$ cat src/hw/rxb_pkg.sv
// rxb_pkg: register map, field layout and carrier types of the rx bias/mask register group
package rxb_pkg;

    // ********************************
    // widths
    // ********************************
    localparam int unsigned ADDR_W = 12;
    localparam int unsigned DATA_W = 8;

    // ********************************
    // register offsets
    // ********************************
    localparam logic [ADDR_W-1:0] OFS_PRODUCT_IDENT_LOW = 12'h004;
    localparam logic [ADDR_W-1:0] OFS_PRODUCT_IDENT_HIGH = 12'h005;
    localparam logic [ADDR_W-1:0] OFS_SIGNAL_CHAIN_BIAS_ENABLE = 12'h100;
    localparam logic [ADDR_W-1:0] OFS_MUTE_MASK = 12'h101;
    localparam logic [ADDR_W-1:0] OFS_POWER_ON_MASK = 12'h102;

    // ********************************
    // reset values and writable bits
    // ********************************
    localparam logic [DATA_W-1:0] RST_SIGNAL_CHAIN_BIAS_ENABLE = 8'hdf;
    localparam logic [DATA_W-1:0] RST_MUTE_MASK = 8'hbf;
    localparam logic [DATA_W-1:0] RST_POWER_ON_MASK = 8'hff;
    // bit 5 of the bias enable byte is reserved, read-only zero
    localparam logic [DATA_W-1:0] WMASK_SIGNAL_CHAIN_BIAS_ENABLE = 8'hdf;
    localparam logic [DATA_W-1:0] WMASK_MUTE_MASK = 8'hff;
    localparam logic [DATA_W-1:0] WMASK_POWER_ON_MASK = 8'hff;
    localparam logic [DATA_W-1:0] READ_UNMAPPED = 8'h00;

    // ********************************
    // sub-block bit positions, shared by all three control bytes
    // ********************************
    localparam int unsigned BIT_RF_CTL = 7;
    localparam int unsigned BIT_SYNTHESIZER = 6;
    localparam int unsigned BIT_RESERVED = 5;
    localparam int unsigned BIT_STEP_ATTEN = 4;
    localparam int unsigned BIT_LOWNOISE_AMP2 = 3;
    localparam int unsigned BIT_LOWNOISE_AMP1 = 2;
    localparam int unsigned BIT_LO_AMP = 1;
    localparam int unsigned BIT_IF_AMP = 0;

    // ********************************
    // carrier types
    // ********************************
    typedef struct packed {
        logic wr;
        logic rd;
        logic [ADDR_W-1:0] addr;
        logic [DATA_W-1:0] wdata;
    } rxb_req_t;

    typedef struct packed {
        logic valid;
        logic [DATA_W-1:0] data;
    } rxb_rsp_t;

    // one bit per analog sub-block, in register bit order
    typedef struct packed {
        logic rf_ctl;
        logic synthesizer;
        logic reserved;
        logic step_atten;
        logic lownoise_amp2;
        logic lownoise_amp1;
        logic lo_amp;
        logic if_amp;
    } rxb_blocks_t;

endpackage

$ cat src/hw/rxb_sync.sv
// rxb_sync: two-flop synchroniser for a level from outside the clock domain
`timescale 1ns/1ps
module rxb_sync #(
    parameter logic RESET_LEVEL = 1'b0
) (
    input wire logic clock, // system clock
    input wire logic srst, // synchronous reset, active high
    input wire logic clk_en, // freezes both stages while low unless srst is high
    input wire logic async_in, // level from a pin
    output logic sync_out // level in the clock domain
);

    logic meta_r;
    logic meta_nxt;
    logic sync_r;
    logic sync_nxt;

    // first stage is read only by the second stage
    always_comb begin
        meta_nxt = meta_r;
        sync_nxt = sync_r;
        if (srst) begin
            meta_nxt = RESET_LEVEL;
            sync_nxt = RESET_LEVEL;
        end else if (clk_en) begin
            meta_nxt = async_in;
            sync_nxt = meta_r;
        end
    end

    always_ff @(posedge clock) begin
        meta_r <= meta_nxt;
        sync_r <= sync_nxt;
    end

    assign sync_out = sync_r;

endmodule

$ cat src/hw/rxb_regs.sv
// rxb_regs: product ident, bias enable, mute mask and on-mask registers of the rx chain
`timescale 1ns/1ps

// Contract
// - ident upper byte read-only at 0x005
// - ident lower byte read-only at 0x004
// - bias enable byte 0x100 resets 0xdf
// - bits 7,6 gate rf controller, synthesizer
// - bit 5 reads zero; bit 4 attenuator
// - bits 3,2 gate lna stages 2,1
// - bits 1,0 gate lo, if amplifiers
// - mute mask byte 0x101 resets 0xbf
// - bit 7 rf controller; synthesizer resets unmasked
// - bits 4..0 mask remaining sub-blocks
// - on-mask byte 0x102 resets 0xff
// - on-mask bits enable per-block on mask
module rxb_regs #(
    parameter logic [15:0] PRODUCT_IDENT = 16'h5a3c, // arbitrary value, not a real part code
    parameter int unsigned ADDR_W = rxb_pkg::ADDR_W
) (
    input wire logic clock, // 40 MHz register clock
    input wire logic srst, // synchronous reset, active high
    input wire logic clk_en, // freezes all state while low unless srst is high
    input wire rxb_pkg::rxb_req_t reg_req, // register access request
    input wire logic rx_mute, // receiver mute pin, asynchronous
    output rxb_pkg::rxb_rsp_t reg_rsp, // read answer, valid one cycle after rd
    output rxb_pkg::rxb_blocks_t bias_en_eff, // effective bias enable per sub-block
    output rxb_pkg::rxb_blocks_t power_on_msk, // on-mask byte per sub-block
    output logic mute_active // synchronised mute level
);

    // ********************************
    // elaboration checks
    // ********************************
    // offsets above 0x0ff need at least nine address bits
    if (ADDR_W != rxb_pkg::ADDR_W) begin : g_bad_addr_w
        $error("rxb_regs: ADDR_W must match the package address width");
    end

    // ********************************
    // decode helpers
    // ********************************
    function automatic logic hit(input rxb_pkg::rxb_req_t req,
                                 input logic [rxb_pkg::ADDR_W-1:0] ofs);
        hit = (req.addr == ofs);
    endfunction

    // merges writable bits of new data, keeps the rest at their fixed value
    function automatic logic [rxb_pkg::DATA_W-1:0] wmerge(
        input logic [rxb_pkg::DATA_W-1:0] old_val,
        input logic [rxb_pkg::DATA_W-1:0] new_val,
        input logic [rxb_pkg::DATA_W-1:0] wmask);
        wmerge = (new_val & wmask) | (old_val & ~wmask);
    endfunction

    // ********************************
    // mute pin crossing
    // ********************************
    // pin is asynchronous to this clock, so two flops come first
    logic mute_sync;

    rxb_sync #(
        .RESET_LEVEL(1'b0)
    ) u_mute_sync (
        .clock(clock),
        .srst(srst),
        .clk_en(clk_en),
        .async_in(rx_mute),
        .sync_out(mute_sync)
    );

    // ********************************
    // control registers
    // ********************************
    logic [rxb_pkg::DATA_W-1:0] signal_chain_bias_enable_r;
    logic [rxb_pkg::DATA_W-1:0] signal_chain_bias_enable_nxt;
    logic [rxb_pkg::DATA_W-1:0] mute_mask_r;
    logic [rxb_pkg::DATA_W-1:0] mute_mask_nxt;
    logic [rxb_pkg::DATA_W-1:0] power_on_mask_r;
    logic [rxb_pkg::DATA_W-1:0] power_on_mask_nxt;

    always_comb begin
        signal_chain_bias_enable_nxt = signal_chain_bias_enable_r;
        mute_mask_nxt = mute_mask_r;
        power_on_mask_nxt = power_on_mask_r;
        // reset acts even while clk_en is low
        if (srst) begin
            signal_chain_bias_enable_nxt = rxb_pkg::RST_SIGNAL_CHAIN_BIAS_ENABLE;
            // synthesizer bit resets clear, so mute leaves it running
            mute_mask_nxt = rxb_pkg::RST_MUTE_MASK;
            power_on_mask_nxt = rxb_pkg::RST_POWER_ON_MASK;
        end else if (clk_en && reg_req.wr) begin
            // ident bytes have no write path at all
            // a write strobe is taken on every enabled edge it stays high
            if (hit(reg_req, rxb_pkg::OFS_SIGNAL_CHAIN_BIAS_ENABLE)) begin
                // bit 5 never takes a one
                signal_chain_bias_enable_nxt = wmerge(signal_chain_bias_enable_r,
                    reg_req.wdata, rxb_pkg::WMASK_SIGNAL_CHAIN_BIAS_ENABLE);
            end
            if (hit(reg_req, rxb_pkg::OFS_MUTE_MASK)) begin
                mute_mask_nxt = wmerge(mute_mask_r, reg_req.wdata,
                    rxb_pkg::WMASK_MUTE_MASK);
            end
            if (hit(reg_req, rxb_pkg::OFS_POWER_ON_MASK)) begin
                power_on_mask_nxt = wmerge(power_on_mask_r, reg_req.wdata,
                    rxb_pkg::WMASK_POWER_ON_MASK);
            end
        end
    end

    always_ff @(posedge clock) begin
        signal_chain_bias_enable_r <= signal_chain_bias_enable_nxt;
        mute_mask_r <= mute_mask_nxt;
        power_on_mask_r <= power_on_mask_nxt;
    end

    // ********************************
    // read path
    // ********************************
    logic rsp_valid_r;
    logic rsp_valid_nxt;
    logic [rxb_pkg::DATA_W-1:0] rsp_data_r;
    logic [rxb_pkg::DATA_W-1:0] rsp_data_nxt;
    logic [rxb_pkg::DATA_W-1:0] rd_mux;
    // mux sees the registers before the edge, so a same-cycle write reads old

    always_comb begin
        rd_mux = rxb_pkg::READ_UNMAPPED;
        unique case (reg_req.addr)
            rxb_pkg::OFS_PRODUCT_IDENT_LOW: begin
                rd_mux = PRODUCT_IDENT[7:0];
            end
            rxb_pkg::OFS_PRODUCT_IDENT_HIGH: begin
                rd_mux = PRODUCT_IDENT[15:8];
            end
            rxb_pkg::OFS_SIGNAL_CHAIN_BIAS_ENABLE: begin
                rd_mux = signal_chain_bias_enable_r & rxb_pkg::WMASK_SIGNAL_CHAIN_BIAS_ENABLE;
            end
            rxb_pkg::OFS_MUTE_MASK: begin
                rd_mux = mute_mask_r;
            end
            rxb_pkg::OFS_POWER_ON_MASK: begin
                rd_mux = power_on_mask_r;
            end
            default: begin
                // unmapped offsets read as zero
                rd_mux = rxb_pkg::READ_UNMAPPED;
            end
        endcase
    end

    always_comb begin
        rsp_valid_nxt = rsp_valid_r;
        rsp_data_nxt = rsp_data_r;
        if (srst) begin
            rsp_valid_nxt = 1'b0;
            rsp_data_nxt = rxb_pkg::READ_UNMAPPED;
        end else if (clk_en) begin
            // valid lasts one enabled cycle per read strobe
            rsp_valid_nxt = reg_req.rd;
            // data holds its last value between reads
            if (reg_req.rd) begin
                rsp_data_nxt = rd_mux;
            end
        end
    end

    always_ff @(posedge clock) begin
        rsp_valid_r <= rsp_valid_nxt;
        rsp_data_r <= rsp_data_nxt;
    end

    // ********************************
    // effective bias outputs
    // ********************************
    // on-mask is only stored and copied out; it does not gate bias here
    logic [rxb_pkg::DATA_W-1:0] bias_eff_r;
    logic [rxb_pkg::DATA_W-1:0] bias_eff_nxt;
    logic [rxb_pkg::DATA_W-1:0] on_msk_r;
    logic [rxb_pkg::DATA_W-1:0] on_msk_nxt;
    logic mute_r;
    logic mute_nxt;

    always_comb begin
        bias_eff_nxt = bias_eff_r;
        on_msk_nxt = on_msk_r;
        mute_nxt = mute_r;
        if (srst) begin
            bias_eff_nxt = rxb_pkg::RST_SIGNAL_CHAIN_BIAS_ENABLE;
            on_msk_nxt = rxb_pkg::RST_POWER_ON_MASK;
            mute_nxt = 1'b0;
        end else if (clk_en) begin
            // same bit order in enable and mask bytes, so one gate per bit
            bias_eff_nxt = signal_chain_bias_enable_r
                & ~({rxb_pkg::DATA_W{mute_sync}} & mute_mask_r);
            // reserved position never carries bias
            bias_eff_nxt[rxb_pkg::BIT_RESERVED] = 1'b0;
            on_msk_nxt = power_on_mask_r;
            mute_nxt = mute_sync;
        end
    end

    always_ff @(posedge clock) begin
        bias_eff_r <= bias_eff_nxt;
        on_msk_r <= on_msk_nxt;
        mute_r <= mute_nxt;
    end

    // ********************************
    // output mapping
    // ********************************
    // every output is a register, none is decode logic
    // bit 7 rf controller, 6 synthesizer, 4 attenuator
    // bits 3..0 lna stage 2, stage 1, lo amp, if amp
    assign bias_en_eff = rxb_pkg::rxb_blocks_t'(bias_eff_r);
    assign power_on_msk = rxb_pkg::rxb_blocks_t'(on_msk_r);
    assign reg_rsp.valid = rsp_valid_r;
    assign reg_rsp.data = rsp_data_r;
    assign mute_active = mute_r;

endmodule

$ cat config.mk
export PLATFORM = sky130hd
export DESIGN_NAME = rxb_regs
export DESIGN_NICKNAME = d
export VERILOG_FILES = /design/src/hw/rxb_pkg.sv /design/src/hw/rxb_sync.sv /design/src/hw/rxb_regs.sv
export SDC_FILE = /design/constraint.sdc
export NUM_CORES = 1
export LEC_CHECK = 0
export BUFFER_PORTS_ARGS = -buffer_cell sky130_fd_sc_hd__buf_2
export CORE_MARGIN = 3
export CORE_UTILIZATION = 46
export DETAILED_ROUTE_END_ITERATION = 16
export GPL_TIMING_DRIVEN = 0
export MAX_ROUTING_LAYER = met4
export PLACE_DENSITY = 0.73
export SETUP_SLACK_MARGIN = 0.5
export SYNTH_ARGS = -nofsm -noshare
export SYNTH_HDL_FRONTEND = slang
export SYNTH_SLANG_ARGS = --single-unit
$ cat constraint.sdc
create_clock -name clock -period 2.4 [get_ports clock]
set_clock_uncertainty 0.05 [all_clocks]
set_input_delay 0.36 -clock clock [delete_from_list [all_inputs] [get_ports clock]]
set_output_delay 0.36 -clock clock [all_outputs]
set_load 0.03 [all_outputs]
==> flow_metrics.env, run 1 <==
export IMPL_outcome="completed"
export IMPL_multi_input_area_um2=1110
export IMPL_vias=1931
export IMPL_fill_cells=417
export IMPL_synthTopCellsByCount="dfxtp_1, nor2_1, mux2i_1"
export IMPL_die_h_um=75.1
export IMPL_drtIter0Drc=127
export IMPL_wl_per_cell_um=15.4
export IMPL_fmax_mhz=566
export IMPL_use_met1_pct=27.8
export IMPL_drive_above_1_share_pct=24.1
export IMPL_critPathLaunch="reg_req[14]"
export IMPL_ant_nets=0
export IMPL_area_growth_pct=19.9
export IMPL_r2r_cells=3
export IMPL_synth_net_count=262
export IMPL_layout_min_cycle_time_ns=1.77
export IMPL_setup_violations_final=0
export IMPL_arrival_ns=1.91
export IMPL_ys_warnings_count=0
export IMPL_numCtsBuffers=5
export IMPL_place_congestion=0.845
export IMPL_clk_path_buf_depth=2
export IMPL_fin_ws_ns=0.633
export IMPL_port_buffers=48
export IMPL_dieArea_um2=5640
export IMPL_use_met2_pct=33.1
export IMPL_met3_usage_pct=4.01
export IMPL_period_share_pct=73.6
export IMPL_clkTransAtPathRegs_ns=0.08
export IMPL_crit_type="input pin to flop"
export IMPL_tns_ns=0
export IMPL_p_sw_w=0.000394
export IMPL_hold_slack_ns=0.248
export IMPL_vdd_drop_max_mv=0.355
export IMPL_diodes=0
export IMPL_report_final_slew_viol_count=0
export IMPL_clockRootBuffer="clkbuf_8"
export IMPL_yosysUniqueCellTypes=34
export IMPL_dp_cells=336
export IMPL_relSlewSlack_pct=54.0
export IMPL_syn_area_um2=2200
export IMPL_postLayoutCoreUtil_pct=58.9
export IMPL_row_count=24
export IMPL_async_flop_share_pct=0
export IMPL_core_area_um2=4470
export IMPL_drc=0
export IMPL_grt_max_degree=15
export IMPL_clkLatencyLatePin_ns=0.31
export IMPL_synth_edff_count=0
export IMPL_crit_fanout=8
export IMPL_nets=320
export IMPL_drtPass1Iterations=4
export IMPL_cap_violations=0
export IMPL_grt_pass1_vias=1832
export IMPL_synth_top_area_share_pct=45.6
export IMPL_ys_flop_type="dfxtp_1"
export IMPL_top_usage_layer="met2"
export IMPL_drt_total_wl_um=5350
export IMPL_postSynthAreaPerCell_um2=9.31
export IMPL_finalHoldViolCount=0
export IMPL_power_leakage_nw=1.13
export IMPL_ios=52
export IMPL_r2r_start="u_mute_sync.sync_out$_SDFFE_PP0P_"
export IMPL_p_int_w=0.00115
export IMPL_numClockSinks=50
export IMPL_ys_ff_latch=50
export IMPL_endpoint_kind="flop"
export IMPL_hpwl_um=3890
export IMPL_start_kind="input pin"
export IMPL_antenna_found_initial=0
export IMPL_avgViaCountPerCell=5.56
export IMPL_clockPowerShare_pct=32.8
export IMPL_cts_htree_levels=2
export IMPL_seqPwrFrac_pct=55.3
export IMPL_fp_dieW_um=75.1
export IMPL_grt_use_total_pct=21.4
export IMPL_rsz0062_at_grt="false"
export IMPL_rr_endpoint="bias_en_eff[7]$_SDFFE_PP1P_"
export IMPL_yosysMostFrequentCell="dfxtp_1"
export IMPL_register_area_um2=1000
export IMPL_synth_top_cell_by_area="dfxtp_1"
export IMPL_yosysSeqAreaShare_pct=45.6
export IMPL_synth_cells=236
export IMPL_post_place_ws_ns=0.152
export IMPL_power_frac_comb_pct=11.9
export IMPL_cp_data_required_time_ns=2.54
export IMPL_worstMarginPinSlew_ns=0.691
export IMPL_instances_no_fill=347
export IMPL_critPathCapture="mute_mask_r[4]$_SDFFE_PP1P_"
export IMPL_initial_utilization_pct=49.1
export IMPL_grt_pass1_wl_um=8820
export IMPL_r2r_slack_ns=1.10
export IMPL_hp_class="input pin to flop"
export IMPL_cts_tree="done"
export IMPL_synthTopCellsByArea="dfxtp_1, mux2i_1, nor2_1"
export IMPL_pwr_density_cell_nw_per_um2=584
export IMPL_overflow=0
export IMPL_swShare_pct=25.6
-- through the flow --
stage	instance area (um^2)	total power [W]
floorplan	2210	0.000993
global placement	2520	0.00105
detailed placement	2520	0.00105
CTS	2630	0.00155
global route	2640	0.00160
finish	2640	0.00154
-- critical path, stage by stage --
cell and delay [ns]:
buf_2 0.09, or4_4 0.52, buf_6 0.15, nor4_4 0.24, buf_4 0.18, and2_0 0.12
buf_4 0.16, a21oi_1 0.07
-- power groups by stage --
stage                     clock network [W]  registers (W)  logic [W]
after floorplan                           0       0.000898  0.0000956
after global placement                    0       0.000870   0.000181
after detailed placement                  0       0.000871   0.000183
after CTS                          0.000514       0.000851   0.000183
after global routing               0.000542       0.000853   0.000201
final                              0.000505       0.000851   0.000183
-- kinds of logic after synthesis --
family	count (synthesis)	share of synthesized area, %
multiplexers	25	11.4
AO/OA/AOI/OAI	57	18.7
other	1	0.171
flip-flops	50	45.6
AND/OR/NAND/NOR	83	19.9
buffers and inverters	20	4.33
-- worst min-delay path by stage --
| stage | startpoint | end | slack (ns) | depth (start not counted) |
|---|---|---|---|---|
| 3_3_place_gp | rsp_data_r[1]$_SDFFE_PP0P_ | rsp_data_r[1]$_SDFFE_PP0P_ | 0.38 | 2 |
| 5_1_grt | rx_mute | u_mute_sync.meta_r$_SDFFE_PP0P_ | 0.27 | 3 |
| 4_1_cts | rx_mute | u_mute_sync.meta_r$_SDFFE_PP0P_ | 0.25 | 3 |
| 3_5_place_dp | rsp_data_r[5]$_SDFFE_PP0P_ | rsp_data_r[5]$_SDFFE_PP0P_ | 0.39 | 2 |
| 6_report | rx_mute | u_mute_sync.meta_r$_SDFFE_PP0P_ | 0.25 | 3 |
| 2_1_floorplan | rsp_valid_r$_SDFFE_PP0P_ | rsp_valid_r$_SDFFE_PP0P_ | 0.40 | 2 |
-- final cells by class --
| class | instances | share of cell area [%] |
|---|---|---|
| clock buffers | 7 | 3.28 |
| well taps | 52 | 2.47 |
| flip-flops and latches | 50 | 38.0 |
| clock inverters | 1 | 0.190 |
| repair buffers | 51 | 9.97 |
| plain buffers | 20 | 3.89 |
| multi-input cells | 166 | 42.2 |
-- state kept, by name, indices dropped and copies added (netlist names) --
signal / count
power_on_mask_r: 8
mute_mask_r: 8
u_mute_sync.meta_r: 1
mute_active: 1
signal_chain_bias_enable_r: 7
u_mute_sync.sync_out: 1
bias_en_eff: 7
rsp_valid_r: 1
power_on_msk: 8
rsp_data_r: 8
-- per-layer routing --
layer,vias to the layer above,share of wire (%),routed length (um)
li1,955,-,-
met1,919,47,2490
met2,48,47,2520
met3,9,4.3,232
met4,0,1.9,103
met5,-,0,0
-- cell usage in the layout, fill, tap and decap left out, types with 2 or more instances in the layout --
cell type  instances
buf_1              4
dfxtp_1           50
buf_4              6
clkbuf_1          11
o2bb2ai_1          8
a211oi_1           7
o21ai_1            4
nand2_1           16
a22oi_1            2
buf_2             48
a311o_1            7
buf_6              2
nand3_1            2
a21oi_1           16
nor2b_1           17
a211o_1            8
or4_4              2
o21ai_0            3
nor4_1             2
clkbuf_8           6
mux2i_1           25
nand2b_1           5
nor2_1            30
-- timing repair --
action,in CTS,in global routing
pin swaps,1,0
resized for setup,0,2
hold endpoints to repair,0,0
cloned,0,0
buffers inserted,3,0
endpoints found under the setup margin,8,3
hold buffers,0,0
No activity file was read; power rests on OpenSTA's default activity.
==> inputs of run 2 (changes only) <==
--- a/config.mk
+++ b/config.mk
@@ -5,6 +5,7 @@
 export SDC_FILE = /design/constraint.sdc
 export NUM_CORES = 1
 export LEC_CHECK = 0
+export ABC_AREA = 1
 export BUFFER_PORTS_ARGS = -buffer_cell sky130_fd_sc_hd__buf_2
 export CORE_MARGIN = 3
 export CORE_UTILIZATION = 46
==> constraint.sdc (replaced) <==
create_clock -name clock -period 1.8 [get_ports clock]
set_clock_uncertainty 0.05 [all_clocks]
set_input_delay 0.27 -clock clock [delete_from_list [all_inputs] [get_ports clock]]
set_output_delay 0.27 -clock clock [all_outputs]
set_load 0.03 [all_outputs]
==> run 2 against run 1 <==
- sequential power is 34% higher
- synthesized area is 2.9% higher
- largest cell class unchanged
- utilization is 1.9 points higher
- count of clock-buffer cells in the layout stayed put
- first-iteration DRC count is 19% higher
==> flow_metrics.env, run 2 <==
export IMPL_finalHoldViolCount=0
export IMPL_area_growth_pct=22.0
export IMPL_outcome="completed"
export IMPL_dieArea_um2=5790
export IMPL_instances_no_fill=421
export IMPL_hp_class="input pin to flop"
export IMPL_crit_type="input pin to flop"
export IMPL_core_area_um2=4530
export IMPL_layout_common_cells="nand2_1, dfxtp_1, buf_2"
export IMPL_overflow=0
export IMPL_async_flop_share_pct=0
export IMPL_place_congestion=0.924
export IMPL_slowest_delay_ns=0.21
export IMPL_pwr_density_cell_nw_per_um2=762
export IMPL_avgViaCountPerCell=5.04
export IMPL_cts_tree="done"
export IMPL_hpwl_um=4190
export IMPL_report_final_slew_viol_count=0
export IMPL_clockRootBuffer="clkbuf_8"
export IMPL_setup_violations_final=0
export IMPL_worstPathCellList="buf_2 -> nor2_2 -> nand2_1 -> nor2_4 -> nand3_2 -> buf_4 -> nand2_1 -> o211ai_1"
export IMPL_synthTopCellsByArea="dfxtp_1, nand2_1, nand3_1"
export IMPL_diodes=0
export IMPL_yosysUniqueCellTypes=24
export IMPL_clkTransAtPathRegs_ns=0.09
export IMPL_antenna_found_initial=0
export IMPL_fin_ws_ns=0.568
export IMPL_slowest_stage="buf_4"
export IMPL_final_common_cell="nand2_1"
export IMPL_die_h_um=76.1
export IMPL_ios=52
export IMPL_vdd_drop_max_mv=0.405
export IMPL_initial_utilization_pct=49.9
export IMPL_drc=0
export IMPL_ys_ff_latch=50
export IMPL_worstHoldPathCells=2
export IMPL_nets=381
export IMPL_r2r_cells=4
export IMPL_drtIter0Drc=151
export IMPL_drive_above_1_share_pct=28.1
export IMPL_row_count=24
export IMPL_fp_dieW_um=76.1
export IMPL_numClockSinks=50
export IMPL_arrival_ns=1.35
export IMPL_synth_top_area_share_pct=44.3
export IMPL_period_share_pct=68.5
export IMPL_layout_min_cycle_time_ns=1.23
export IMPL_endpoint_kind="flop"
export IMPL_cts_htree_levels=2
export IMPL_synth_net_count=321
export IMPL_ys_warnings_count=0
export IMPL_tns_ns=0
export IMPL_start_kind="input pin"
export IMPL_grt_pass1_wl_um=9370
export IMPL_postLayoutCoreUtil_pct=60.8
export IMPL_grt_pass1_vias=2007
export IMPL_clk_path_buf_depth=2
export IMPL_wl_per_cell_um=13.0
export IMPL_clkLatencyLatePin_ns=0.30
export IMPL_synthTopCellsByCount="nand2_1, dfxtp_1, nand3_1"
export IMPL_ys_flop_type="dfxtp_1"
export IMPL_port_buffers=48
export IMPL_grt_use_total_pct=20.5
export IMPL_synth_top_cell_by_area="dfxtp_1"
export IMPL_grt_max_degree=16
export IMPL_dp_cells=408
export IMPL_p_total_w=0.00210
export IMPL_ant_nets=0
export IMPL_cp_data_required_time_ns=1.92
export IMPL_synth_cells=295
export IMPL_yosysSeqAreaShare_pct=44.3
export IMPL_worstMarginPinSlew_ns=0.614
export IMPL_postSynthAreaPerCell_um2=7.66
export IMPL_syn_area_um2=2260
export IMPL_drtPass1Iterations=4
export IMPL_yosysMostFrequentCell="nand2_1"
export IMPL_fmax_mhz=812
export IMPL_numCtsBuffers=5
export IMPL_cap_violations=0
export IMPL_vias=2122
export IMPL_synth_edff_count=0
export IMPL_power_leakage_nw=1.37
export IMPL_post_place_ws_ns=0.168
export IMPL_crit_fanout=10
export IMPL_rsz0062_at_grt="true"
export IMPL_drt_total_wl_um=5480
export IMPL_crit_top_cell="nand2_1"
export IMPL_relSlewSlack_pct=59.1
run 2: cell types whose count changed after synthesis, sizes merged, moves of 5 or more:
cell     delta
mux2i      -25
o211ai     +25
a211o       -8
nor2b      -17
nand2b      -5
nor2        -5
a311o       -7
o2bb2ai     -8
a211oi      -5
nand3      +38
nand2      +70
o21ai       -5
inv        +22
run 2: final cells by class:
cell class	count	area, um^2
Clock inverter	1	8.76
Fill cell	441	1780
Multi-Input combinational cell	204	1080
Inverter	24	93.8
Buffer	17	116
Clock buffer	7	96.3
Tap cell	65	81.3
Timing Repair Buffer	53	278
Sequential cell	50	1000
run 2: worst paths after layout:
check,from,endpoint,slack (ns)
min,srst,mute_mask_r[6]$_SDFFE_PP0P_,0.10
max,reg_req[11],signal_chain_bias_enable_r[4]$_SDFFE_PP1P_,0.57
min reg2reg,bias_en_eff[3]$_SDFFE_PP1P_,bias_en_eff[3]$_SDFFE_PP1P_,0.41
max reg2reg,u_mute_sync.sync_out$_SDFFE_PP0P_,bias_en_eff[0]$_SDFFE_PP1P_,0.78
run 2: power by group:
part,total (W),leakage (nW),internal (W),switching [W]
Sequential,0.00114,0.408,0.00113,0.0000101
Clock,0.000721,0.0544,0.000352,0.000369
Combinational,0.000240,0.907,0.0000757,0.000164
run 2: cell families after synthesis:
logic type             Yosys count  share of synthesized area (%)
AND/OR/NAND/NOR                157                           31.8
flip-flops                      50                           44.3
other                            1                          0.166
AO/OA/AOI/OAI                   46                           14.9
buffers and inverters           41                           8.85
run 2: worst max-delay path, delay by kind of cell:
family / cells / cell delay (ns)
AO/OA/AOI/OAI: 1 / 0.08
buffers and inverters: 2 / 0.33
AND/OR/NAND/NOR: 5 / 0.68
run 2: timing repair:
action | in CTS | in global routing
resized for setup | 0 | 11
endpoints found under the setup margin | 3 | 22
endpoints found under the hold margin | 0 | 0
hold buffers | 0 | 0
pin swaps | 1 | 5
buffers inserted | 1 | 4
run 2: metrics by stage:
step | hold slack (ns) | area [um^2]
6_report | 0.100 | 2760
5_1_grt | 0.0967 | 2760
4_1_cts | 0.0932 | 2700
3_5_place_dp | 0.389 | 2580
3_3_place_gp | 0.382 | 2580
2_1_floorplan | 0.355 | 2260
run 2: metal layers:
layer | vias up | track usage (%) | wire (um)
li1 | 1095 | - | -
met1 | 950 | 26.2 | 2430
met2 | 65 | 32.1 | 2590
met3 | 12 | 4.61 | 348
met4 | 0 | 7.07 | 110
met5 | - | - | 0
